[src/hdl/serial_port_pkg.sv]
package serial_port_pkg;

   localparam int         WORD_W     = 16;
   localparam int         REG_W      = 8;
   localparam int         BUF_DEPTH  = 2;

   // Bit counts per transfer phase
   localparam logic [4:0] CMD_BITS   = 5'h08;
   localparam logic [4:0] REG_BITS   = 5'h08;
   localparam logic [4:0] DATA_BITS  = 5'h10;

   // Register select codes
   localparam logic [1:0] SEL_COMM   = 2'h0;
   localparam logic [1:0] SEL_SETUP  = 2'h1;
   localparam logic [1:0] SEL_TEST   = 2'h2;
   localparam logic [1:0] SEL_DATA   = 2'h3;

   // Command byte field positions
   localparam int         CMD_SEL_HI = 5;
   localparam int         CMD_SEL_LO = 4;
   localparam int         CMD_RW_BIT = 3;
   localparam int         CMD_SB_BIT = 2;
   localparam int         CMD_GN_HI  = 1;

   // Reset values
   localparam logic [7:0]  SETUP_RST = 8'h00;
   localparam logic [7:0]  TEST_RST  = 8'h00;
   localparam logic [15:0] WORD_RST  = 16'h0000;

   typedef enum {ST_CMD, ST_WRITE, ST_READ} port_state_t;

endpackage : serial_port_pkg

[src/hdl/stream_if.sv]
`timescale 1ns/1ps
interface stream_if;
   logic [15:0] data;
   logic        valid;
   logic        ready;

   modport src (output data, output valid, input ready);
   modport snk (input data, input valid, output ready);
endinterface : stream_if

[src/hdl/adc_serial_host_port.sv]
// What this block does
// Data phase follows command byte without gap
// No output drive during write operations
// Input line ignored during read operations
// Ready status readable in command register
// Host clocks mode three, idle high
// Host may watch ready pin instead
// Host first writes command 0x10
// Host then writes setup 0x68
// Host reads samples via command 0x38
// Host repeats wait and read loop
// Every transaction starts with command byte; a deselect does not end a pending write or read phase
// Ready low on new result, high after
`timescale 1ns/1ps
module adc_serial_host_port (
   // Clock and reset
   input  wire logic        ref_clk,
   input  wire logic        rst,
   // Serial pins
   input  wire logic        sclk,
   input  wire logic        cs_n,
   input  wire logic        din,
   output      logic        dout,
   output      logic        dout_oe_n,
   output      logic        result_ready_n,
   // Conversion results
   input  wire logic        res_valid,
   input  wire logic [15:0] res_data,
   output      logic        res_ready,
   // Configuration outputs
   output      logic [1:0]  gain,
   output      logic        standby,
   output      logic [7:0]  setup_value,
   output      logic [7:0]  test_value,
   output      logic        setup_wr
);

   serial_port_pkg::port_state_t state_reg;
   stream_if res_bus ();

   logic        sclk_m, sclk_s, sclk_d, cs_m, cs_s, din_m, din_s;
   logic        active, rise, fall;
   logic [4:0]  bit_cnt_reg;
   logic [4:0]  len;
   logic        last;
   logic [7:0]  cmd_next;
   logic        cmd_done, wr_done, rd_done;
   logic [1:0]  sel_reg;
   logic [15:0] sr_in_reg, sr_out_reg, out_reg, read_word;
   logic        out_full_reg, dout_reg, setup_wr_reg;

   res_buffer u_buf (
      .ref_clk  (ref_clk),
      .rst      (rst),
      .in_valid (res_valid),
      .in_data  (res_data),
      .in_ready (res_ready),
      .out_port (res_bus.src)
   );

   // Pins come from the host clock domain
   always_ff @(posedge ref_clk) begin
      if (rst) begin
         {sclk_m, sclk_s, sclk_d} <= 3'h7;
         {cs_m, cs_s}             <= 2'h3;
         {din_m, din_s}           <= 2'h0;
      end else begin
         {sclk_m, sclk_s, sclk_d} <= {sclk, sclk_m, sclk_s};
         {cs_m, cs_s}             <= {cs_n, cs_m};
         {din_m, din_s}           <= {din, din_m};
      end
   end

   assign active   = ~cs_s;
   assign rise     = active & sclk_s & ~sclk_d;
   assign fall     = active & ~sclk_s & sclk_d;
   assign cmd_next = {sr_in_reg[6:0], din_s};
   assign len      = (sel_reg == serial_port_pkg::SEL_DATA) ?
                     serial_port_pkg::DATA_BITS : serial_port_pkg::REG_BITS;
   assign last     = (bit_cnt_reg == len - 5'h01);
   assign cmd_done = rise && (state_reg == serial_port_pkg::ST_CMD) &&
                     (bit_cnt_reg == serial_port_pkg::CMD_BITS - 5'h01);
   assign wr_done  = rise && (state_reg == serial_port_pkg::ST_WRITE) && last;
   assign rd_done  = rise && (state_reg == serial_port_pkg::ST_READ) && last;

   // Phase sequencing; a write to the command register stays in command
   always_ff @(posedge ref_clk) begin
      if (rst) begin
         state_reg   <= serial_port_pkg::ST_CMD;
         bit_cnt_reg <= 5'h00;
      end else if (!active) begin
         bit_cnt_reg <= 5'h00;
      end else if (cmd_done) begin
         bit_cnt_reg <= 5'h00;
         if (cmd_next[serial_port_pkg::CMD_RW_BIT]) begin
            state_reg <= serial_port_pkg::ST_READ;
         end else if (cmd_next[serial_port_pkg::CMD_SEL_HI:
                               serial_port_pkg::CMD_SEL_LO]
                      != serial_port_pkg::SEL_COMM) begin
            state_reg <= serial_port_pkg::ST_WRITE;
         end
      end else if (wr_done || rd_done) begin
         bit_cnt_reg <= 5'h00;
         state_reg   <= serial_port_pkg::ST_CMD;
      end else if (rise) begin
         bit_cnt_reg <= bit_cnt_reg + 5'h01;
      end
   end

   // Input shift register frozen while reading
   always_ff @(posedge ref_clk) begin
      if (rst) begin
         sr_in_reg <= serial_port_pkg::WORD_RST;
      end else if (rise && state_reg != serial_port_pkg::ST_READ) begin
         sr_in_reg <= {sr_in_reg[14:0], din_s};
      end
   end

   // Command byte fields
   always_ff @(posedge ref_clk) begin
      if (rst) begin
         sel_reg <= serial_port_pkg::SEL_COMM;
         gain    <= 2'h0;
         standby <= 1'b0;
      end else if (cmd_done) begin
         sel_reg <= cmd_next[serial_port_pkg::CMD_SEL_HI:
                             serial_port_pkg::CMD_SEL_LO];
         gain    <= cmd_next[serial_port_pkg::CMD_GN_HI:0];
         standby <= cmd_next[serial_port_pkg::CMD_SB_BIT];
      end
   end

   // Register writes; data register writes are dropped
   always_ff @(posedge ref_clk) begin
      if (rst) begin
         setup_value  <= serial_port_pkg::SETUP_RST;
         test_value   <= serial_port_pkg::TEST_RST;
         setup_wr_reg <= 1'b0;
      end else begin
         setup_wr_reg <= wr_done && sel_reg == serial_port_pkg::SEL_SETUP;
         if (wr_done && sel_reg == serial_port_pkg::SEL_SETUP)
            setup_value <= cmd_next;
         if (wr_done && sel_reg == serial_port_pkg::SEL_TEST)
            test_value <= cmd_next;
      end
   end
   assign setup_wr = setup_wr_reg;

   always_comb begin
      case (cmd_next[serial_port_pkg::CMD_SEL_HI:serial_port_pkg::CMD_SEL_LO])
         serial_port_pkg::SEL_COMM:
            read_word = {result_ready_n, cmd_next[6:0], 8'h00};
         serial_port_pkg::SEL_SETUP: read_word = {setup_value, 8'h00};
         serial_port_pkg::SEL_TEST:  read_word = {test_value, 8'h00};
         default:                    read_word = out_reg;
      endcase
   end

   // Mode three: output changes on falling edges, MSB on the first one
   always_ff @(posedge ref_clk) begin
      if (rst) begin
         sr_out_reg <= serial_port_pkg::WORD_RST;
         dout_reg   <= 1'b1;
      end else if (cmd_done && cmd_next[serial_port_pkg::CMD_RW_BIT]) begin
         sr_out_reg <= read_word;
      end else if (fall && state_reg == serial_port_pkg::ST_READ) begin
         dout_reg   <= sr_out_reg[15];
         sr_out_reg <= {sr_out_reg[14:0], 1'b0};
      end
   end
   assign dout      = dout_reg;
   assign dout_oe_n = ~(active && state_reg == serial_port_pkg::ST_READ);

   // Output word held while full, so it never changes under a read
   assign res_bus.ready = ~out_full_reg;
   always_ff @(posedge ref_clk) begin
      if (rst) begin
         out_reg      <= serial_port_pkg::WORD_RST;
         out_full_reg <= 1'b0;
      end else if (res_bus.valid && !out_full_reg) begin
         out_reg      <= res_bus.data;
         out_full_reg <= 1'b1;
      end else if (rd_done && sel_reg == serial_port_pkg::SEL_DATA) begin
         out_full_reg <= 1'b0;
      end
   end
   assign result_ready_n = ~out_full_reg;
endmodule : adc_serial_host_port

[src/hdl/res_buffer.sv]
`timescale 1ns/1ps
module res_buffer (
   // Clock and reset
   input  wire logic        ref_clk,
   input  wire logic        rst,
   // Filling side
   input  wire logic        in_valid,
   input  wire logic [15:0] in_data,
   output      logic        in_ready,
   // Draining side
   stream_if.src            out_port
);
   logic [15:0] mem_reg [serial_port_pkg::BUF_DEPTH];
   logic        wr_ptr_reg;
   logic        rd_ptr_reg;
   logic [1:0]  count_reg;
   logic        push;
   logic        pop;

   assign in_ready       = (count_reg != 2'(serial_port_pkg::BUF_DEPTH));
   assign out_port.valid = (count_reg != 2'h0);
   assign out_port.data  = mem_reg[rd_ptr_reg];
   assign push           = in_valid & in_ready;
   assign pop            = out_port.valid & out_port.ready;

   genvar i;
   generate
      for (i = 0; i < serial_port_pkg::BUF_DEPTH; i++) begin : g_entry
         always_ff @(posedge ref_clk) begin
            if (rst) begin
               mem_reg[i] <= serial_port_pkg::WORD_RST;
            end else if (push && (wr_ptr_reg == 1'(i))) begin
               mem_reg[i] <= in_data;
            end
         end
      end
   endgenerate

   always_ff @(posedge ref_clk) begin
      if (rst) begin
         wr_ptr_reg <= 1'b0;
         rd_ptr_reg <= 1'b0;
         count_reg  <= 2'h0;
      end else begin
         if (push) wr_ptr_reg <= ~wr_ptr_reg;
         if (pop) rd_ptr_reg <= ~rd_ptr_reg;
         count_reg <= count_reg + 2'(push) - 2'(pop);
      end
   end
endmodule : res_buffer

[config.mk]
export PLATFORM = sky130hd
export DESIGN_NAME = adc_serial_host_port
export DESIGN_NICKNAME = d
export VERILOG_FILES = /design/src/hdl/serial_port_pkg.sv /design/src/hdl/stream_if.sv /design/src/hdl/adc_serial_host_port.sv /design/src/hdl/res_buffer.sv
export SDC_FILE = /design/constraint.sdc
export NUM_CORES = 1
export LEC_CHECK = 0
export BUFFER_PORTS_ARGS = -buffer_cell sky130_fd_sc_hd__buf_2
export CORE_ASPECT_RATIO = 1.25
export CORE_UTILIZATION = 63
export DETAILED_ROUTE_END_ITERATION = 8
export PLACE_DENSITY = 0.84
export SLEW_MARGIN = 5
export SYNTH_ARGS = -nofsm -noshare
export SYNTH_HDL_FRONTEND = slang
export SYNTH_SLANG_ARGS = --single-unit
[constraint.sdc]
create_clock -name ref_clk -period 6 [get_ports ref_clk]
set_input_delay 0 -clock ref_clk [delete_from_list [all_inputs] [get_ports ref_clk]]
set_output_delay 0 -clock ref_clk [all_outputs]
set_load 0.01 [all_outputs]
==> out/summary.txt, run 1 <==
Sink Count = 113
Clock latency on the worst-skew pair = 0.51 ns
FF-to-FF setup slack = 3.55 ns
Hold_buf cts = 20
CP Data Arrival Time = 2.81 ns
Leak Pwr = 2.369 nW
Core Rows = 35
CP endpoint kind = flip-flop
Num CTS Buffers = 17
ANT cells = 0
Worst r2r path cells = 8
Drt first pass iters = 5
Setup_tns = 0 ns
Worst Hold Depth = 3
Number of vias per cell = 5.781
IO Port Bufs = 45
Multiplexer area fraction after synthesis = 12.79%
#FFs+latches synth = 113
Final core occ = 79.04%
Clock skew = 0.007099 ns
Starting Density = 64.74%
Synthesis-to-finish area growth = 22.09%
Worst Tran Pin Value = 1.208 ns
Initial antenna violation count = 0
Slew Limit Headroom = 19.36%
Post-synth cell types = 47
Register area share after synthesis = 54.55%
Via count = 3399
Clock buffer depth = 2
Drt drc = 0
First-pass GRT wire length = 15590 microns
Worst-path clk slew = 0.05 ns
Async S/R FF share, synth = 0%
Power Dens Cells = 401.9 mW/mm^2
Post-Syn Instances = 429
Critical path fanouts, max = 35
Root Driver = clkbuf_8
Post-route ant nets = 0
WS Path Type = flip-flop to flip-flop
Combinational family with the most area after synthesis = simple AND/OR/NAND/NOR gates
DIE WIDTH = 79.54 microns
Vias in the first global route = 3316
Die area = 0.007868 sq mm
Post-layout net count = 508
IO Pins = 46
Achievable Freq = 408.8 MHz
Max H-tree Level = 4
Grt ovf = 0
Drt initial violations = 212
Synth warn = 0
CP Launch Type = flip-flop
Core area = 0.007313 sq mm
Outcome = complete, no violations
Final Max Slew Viols = 0
CTS tree = built
Hold Path Class = primary input to flip-flop
Hold wc startpoint = rst
Number of enable flip-flop cells after synthesis = 32
Final setup fails = 0
Max Cap Violations = 0
GR Util All Layers = 26.45%
Hpwl dp = 5890 microns
Adder-Cell Fraction of Synth Area = 0.7928%
RSZ-0062 raised after global routing = no
Simple-Gate Fraction of Synth Area = 17.18%
Worst Path Required = 6.36 ns
Post-synth top flop = dfxtp_1
Reg-to-Reg Start = u_buf.count_reg[1]
Max FFs per register = 32
Xor/xnor cell area share of the yosys netlist = 1.665%
Post-cts sizing count = 0
Final Critical Period = 2.446 ns
# Post-CTS Setup Buffers = 0
Reg-to-Reg End = u_buf.count_reg[1]
Share of layout cells above drive strength 1 = 20.16%
Die height = 98.92 microns
RePlAce Congestion = 0.8354
Wire length per cell = 16.65 microns
FILL cells = 417
Min-Delay Endpoint = u_buf.rd_ptr_reg
Synthesized net count = 454
Largest net degree at the start of global routing = 83
Fin. Hold Viols = 0
Final WL = 9788 microns
VDD IR max = 0.0002353 V
Synthesized area per cell = 11.04 sq um
Cell area after synthesis = 0.004735 sq mm
Compound-Gate Fraction of Synth Area = 8.827%
Period utilization = 40.77%
[cell usage after synthesis (2+ instances only)]
| cell type | count | area (sq um) |
|---|---|---|
| dfxtp_1 | 81 | 1622 |
| a22o_1 | 2 | 17.52 |
| inv_1 | 7 | 26.28 |
| and2_1 | 34 | 212.7 |
| nand4_1 | 6 | 37.54 |
| a32oi_1 | 7 | 61.31 |
| a21oi_2 | 2 | 17.52 |
| clkbuf_1 | 15 | 56.30 |
| nor2b_1 | 7 | 43.79 |
| nand2_1 | 7 | 26.28 |
| xor2_1 | 5 | 43.79 |
| a211oi_1 | 16 | 120.1 |
| ha_1 | 3 | 37.54 |
| a21oi_1 | 16 | 80.08 |
| xnor2_1 | 4 | 35.03 |
| buf_2 | 9 | 45.04 |
| nor3_1 | 3 | 15.01 |
| nand3_1 | 19 | 95.09 |
| a22oi_2 | 2 | 25.02 |
| mux4_2 | 5 | 112.6 |
| mux2_2 | 2 | 22.52 |
| buf_6 | 2 | 22.52 |
| a22oi_1 | 7 | 52.55 |
| nand2b_1 | 3 | 18.77 |
| or2_2 | 5 | 31.28 |
| edfxtp_1 | 32 | 960.9 |
| mux2i_1 | 47 | 470.5 |
| buf_4 | 4 | 30.03 |
| nor2_1 | 59 | 221.5 |
[metal layers]
layer / routed length [microns] / up-vias / GRT usage [%]
met2: 5139 / 107 / 45.30
met5: 0 / - / 0
met3: 482 / 13 / 7.685
met4: 139 / 0 / 10.35
li1: - / 1635 / -
met1: 4027 / 1644 / 30.77
[placed cells by master, fill, tap and decap left out, drive strengths merged, types with 9 or more instances in the layout]
master | synthesis | layout
dfxtp | 81 | 81
nor2 | 59 | 59
mux2i | 47 | 47
buf | 17 | 47
and2 | 34 | 34
edfxtp | 32 | 32
clkbuf | 15 | 23
dlygate4sd3 | 0 | 20
nand3 | 19 | 19
a21oi | 18 | 18
a211oi | 16 | 16
a22oi | 9 | 9
[worst max-delay path, cell delays in order (launching register included)]
cell and delay, ns:
dfxtp_1 0.37, nor2_1 0.07, nor2_2 0.90, ha_1 0.38, inv_1 0.06, ha_1 0.14, xor2_1 0.17, xnor2_1 0.14
nor2_1 0.06
[how the worst max path moves through the flow]
| stage | startpoint | slack [ns] | to |
|---|---|---|---|
| 2_1_floorplan | u_buf.count_reg[1] | 4.11 | u_buf.count_reg[1] |
| 3_3_place_gp | u_buf.count_reg[1] | 3.66 | u_buf.count_reg[1] |
| 3_5_place_dp | u_buf.count_reg[1] | 3.51 | u_buf.count_reg[1] |
| 4_1_cts | u_buf.count_reg[1] | 3.56 | u_buf.count_reg[1] |
| 5_1_grt | u_buf.count_reg[1] | 3.34 | u_buf.count_reg[1] |
| 6_report | u_buf.count_reg[1] | 3.55 | u_buf.count_reg[1] |
[power breakdown]
group	switching, mW	internal [mW]	leakage (nW)
sequential	0.0665	0.886	0.998
clock	0.334	0.763	0.321
combinational	0.152	0.122	1.05
[per-stage QoR]
stage	power (mW)	cells	setup WS, ns	area [sq um]	hold WS (ns)
floorplan	1.152	429	4.111	4735	0.1038
global placement	1.201	536	3.662	4920	0.1869
detailed placement	1.224	536	3.515	4920	0.1910
CTS	2.329	588	3.559	5776	0.1471
global route	2.408	588	3.341	5781	0.1929
finish	2.323	588	3.554	5781	0.1702
[layout make-up]
| type | instances | area (sq um) | area share (%) |
|---|---|---|---|
| Inverter | 7 | 26.28 | 0.4545 |
| Timing Repair Buffer | 67 | 440.4 | 7.619 |
| Clock inverter | 9 | 177.7 | 3.074 |
| Clock buffer | 23 | 478.0 | 8.268 |
| Multi-Input combinational cell | 277 | 1961 | 33.92 |
| Tap cell | 92 | 115.1 | 1.991 |
| Sequential cell | 113 | 2582 | 44.68 |
[cell families after synthesis]
family          after synthesis
fa+ha+maj                     3
compound gates               58
xor+xnor                      9
flops                       113
mux                          54
buf+inv                      39
simple gates                153
Power figures use the tool's default switching activity.
==> run 2, diff against run 1 <==
- CORE_UTILIZATION: 63 -> 58
- PLACE_DENSITY: 0.84 -> 0.78
- clock period: 6 -> 2.5 ns (I/O delays scaled with it)
==> run 2 against run 1 <==
  * Combinational power is 140% higher
  * Wire length is 5.4% lower
  * Die area is 8.4% higher
  * Cell count is 1.9% higher
  * First-iteration DRC count is 21% lower
  * Clock power is 100% higher
  * Hold slack better by 0.045 ns
  * Non-clock buffer count is 8 higher
==> out/summary.txt, run 2 (same netlist as run 1, synthesis figures left out) <==
Outcome = complete, no violations
Share of layout cells above drive strength 1 = 21.23%
RePlAce Congestion = 0.8239
Power Dens Cells = 899.2 mW/mm^2
Drt initial violations = 167
Setup_tns = 0 ns
Post-cts sizing count = 0
Core area = 0.007838 sq mm
Worst hold margin = 0.2147 ns
Die height = 103.0 microns
Final worst-path setup slack = 0.6228 ns
Sink Count = 113
Achievable Freq = 532.7 MHz
Core Rows = 36
Commonest cells after routing, fill and taps aside = dfxtp_1, nor2_1, mux2i_1
Drt drc = 0
Final setup fails = 0
Num CTS Buffers = 17
Via count = 3308
Largest net degree at the start of global routing = 44
Worst Tran Pin Value = 0.9649 ns
Worst Path Required = 2.87 ns
Vias in the first global route = 3184
Max H-tree Level = 4
Commonest non-fill, non-tap cell in the layout = dfxtp_1
Worst-path clk slew = 0.05 ns
Final WL = 9259 microns
Clock latency on the worst-skew pair = 0.51 ns
Hpwl dp = 5974 microns
Synthesis-to-finish area growth = 21.35%
Slew Limit Headroom = 35.59%
IO Pins = 46
Final Max Slew Viols = 0
RSZ-0062 raised after global routing = no
Initial antenna violation count = 0
CP endpoint kind = flip-flop
FF-to-FF setup slack = 0.62 ns
Max FFs per register = 32
Critical path fanouts, max = 8
Root Driver = clkbuf_8
Fin. Hold Viols = 0
Final Critical Period = 1.877 ns
IO Port Bufs = 45
Clock skew = 0.006184 ns
Clock buffer depth = 2
ANT cells = 0
Pre-CTS WS = 0.6924 ns
CP Data Arrival Time = 2.24 ns
Number of vias per cell = 5.523
Drt first pass iters = 4
VDD IR max = 0.0007470 V
Post-layout net count = 516
DIE WIDTH = 82.81 microns
First-pass GRT wire length = 15370 microns
Die area = 0.008531 sq mm
GR Util All Layers = 23.05%
Post-route ant nets = 0
Wire length per cell = 15.46 microns
Max Cap Violations = 0
CP Launch Type = flip-flop
Total power = 5.166 mW
Grt ovf = 0
CTS tree = built
Starting Density = 60.41%
Hold Path Class = primary input to flip-flop
Leak Pwr = 2.343 nW
Period utilization = 75.09%
WS Path Type = flip-flop to flip-flop
==> run 2: final timing paths <==
check / from / to / cells past startpoint
hold / removal: cs_n / cs_m / 3
hold reg to reg: sclk_m / sclk_s / 1
setup reg to reg: bit_cnt_reg[0] / bit_cnt_reg[0] / 5
setup / recovery: bit_cnt_reg[0] / bit_cnt_reg[0] / 5
==> run 2: cell type report <==
class | instances | area, sq um
Fill cell | 558 | 2092
Timing Repair Buffer | 75 | 503.0
Multi-Input combinational cell | 277 | 1956
Inverter | 7 | 26.28
Tap cell | 95 | 118.9
Sequential cell | 113 | 2582
Clock buffer | 18 | 417.9
Clock inverter | 14 | 141.4
==> run 2: timing repair <==
action,4_1_cts,5_1_grt
hold buffers,21,0
setup endpoints to repair,0,0
buffers inserted,0,0
endpoints found under the hold margin,46,0
==> run 2: metrics by stage <==
step | utilization [%] | cells | area (sq um)
floorplan | - | 429 | 4735
global placement | 63.49 | 546 | 4976
detailed placement | 63.49 | 546 | 4976
CTS | 73.31 | 599 | 5746
global route | 73.31 | 599 | 5746
finish | 73.31 | 599 | 5746
==> run 2: where the power goes <==
part	switching [mW]	internal, mW	total [mW]
clock	0.819	1.41	2.23
combinational	0.358	0.313	0.671
sequential	0.146	2.12	2.27
total	1.32	3.84	5.17
==> run 2: layer usage <==
layer,track usage [%],wire (microns)
met1,26.81,4052
met2,39.53,4593
met3,7.206,367
met4,10.34,245
met5,0,0
==> run 2: worst max-delay path, cell delays in order, from the launching register on <==
cell     delay, ns
dfxtp_1       0.38
ha_1          0.21
and3b_1       0.36
nand3_1       0.17
o21ai_0       0.51
nor2_1        0.12
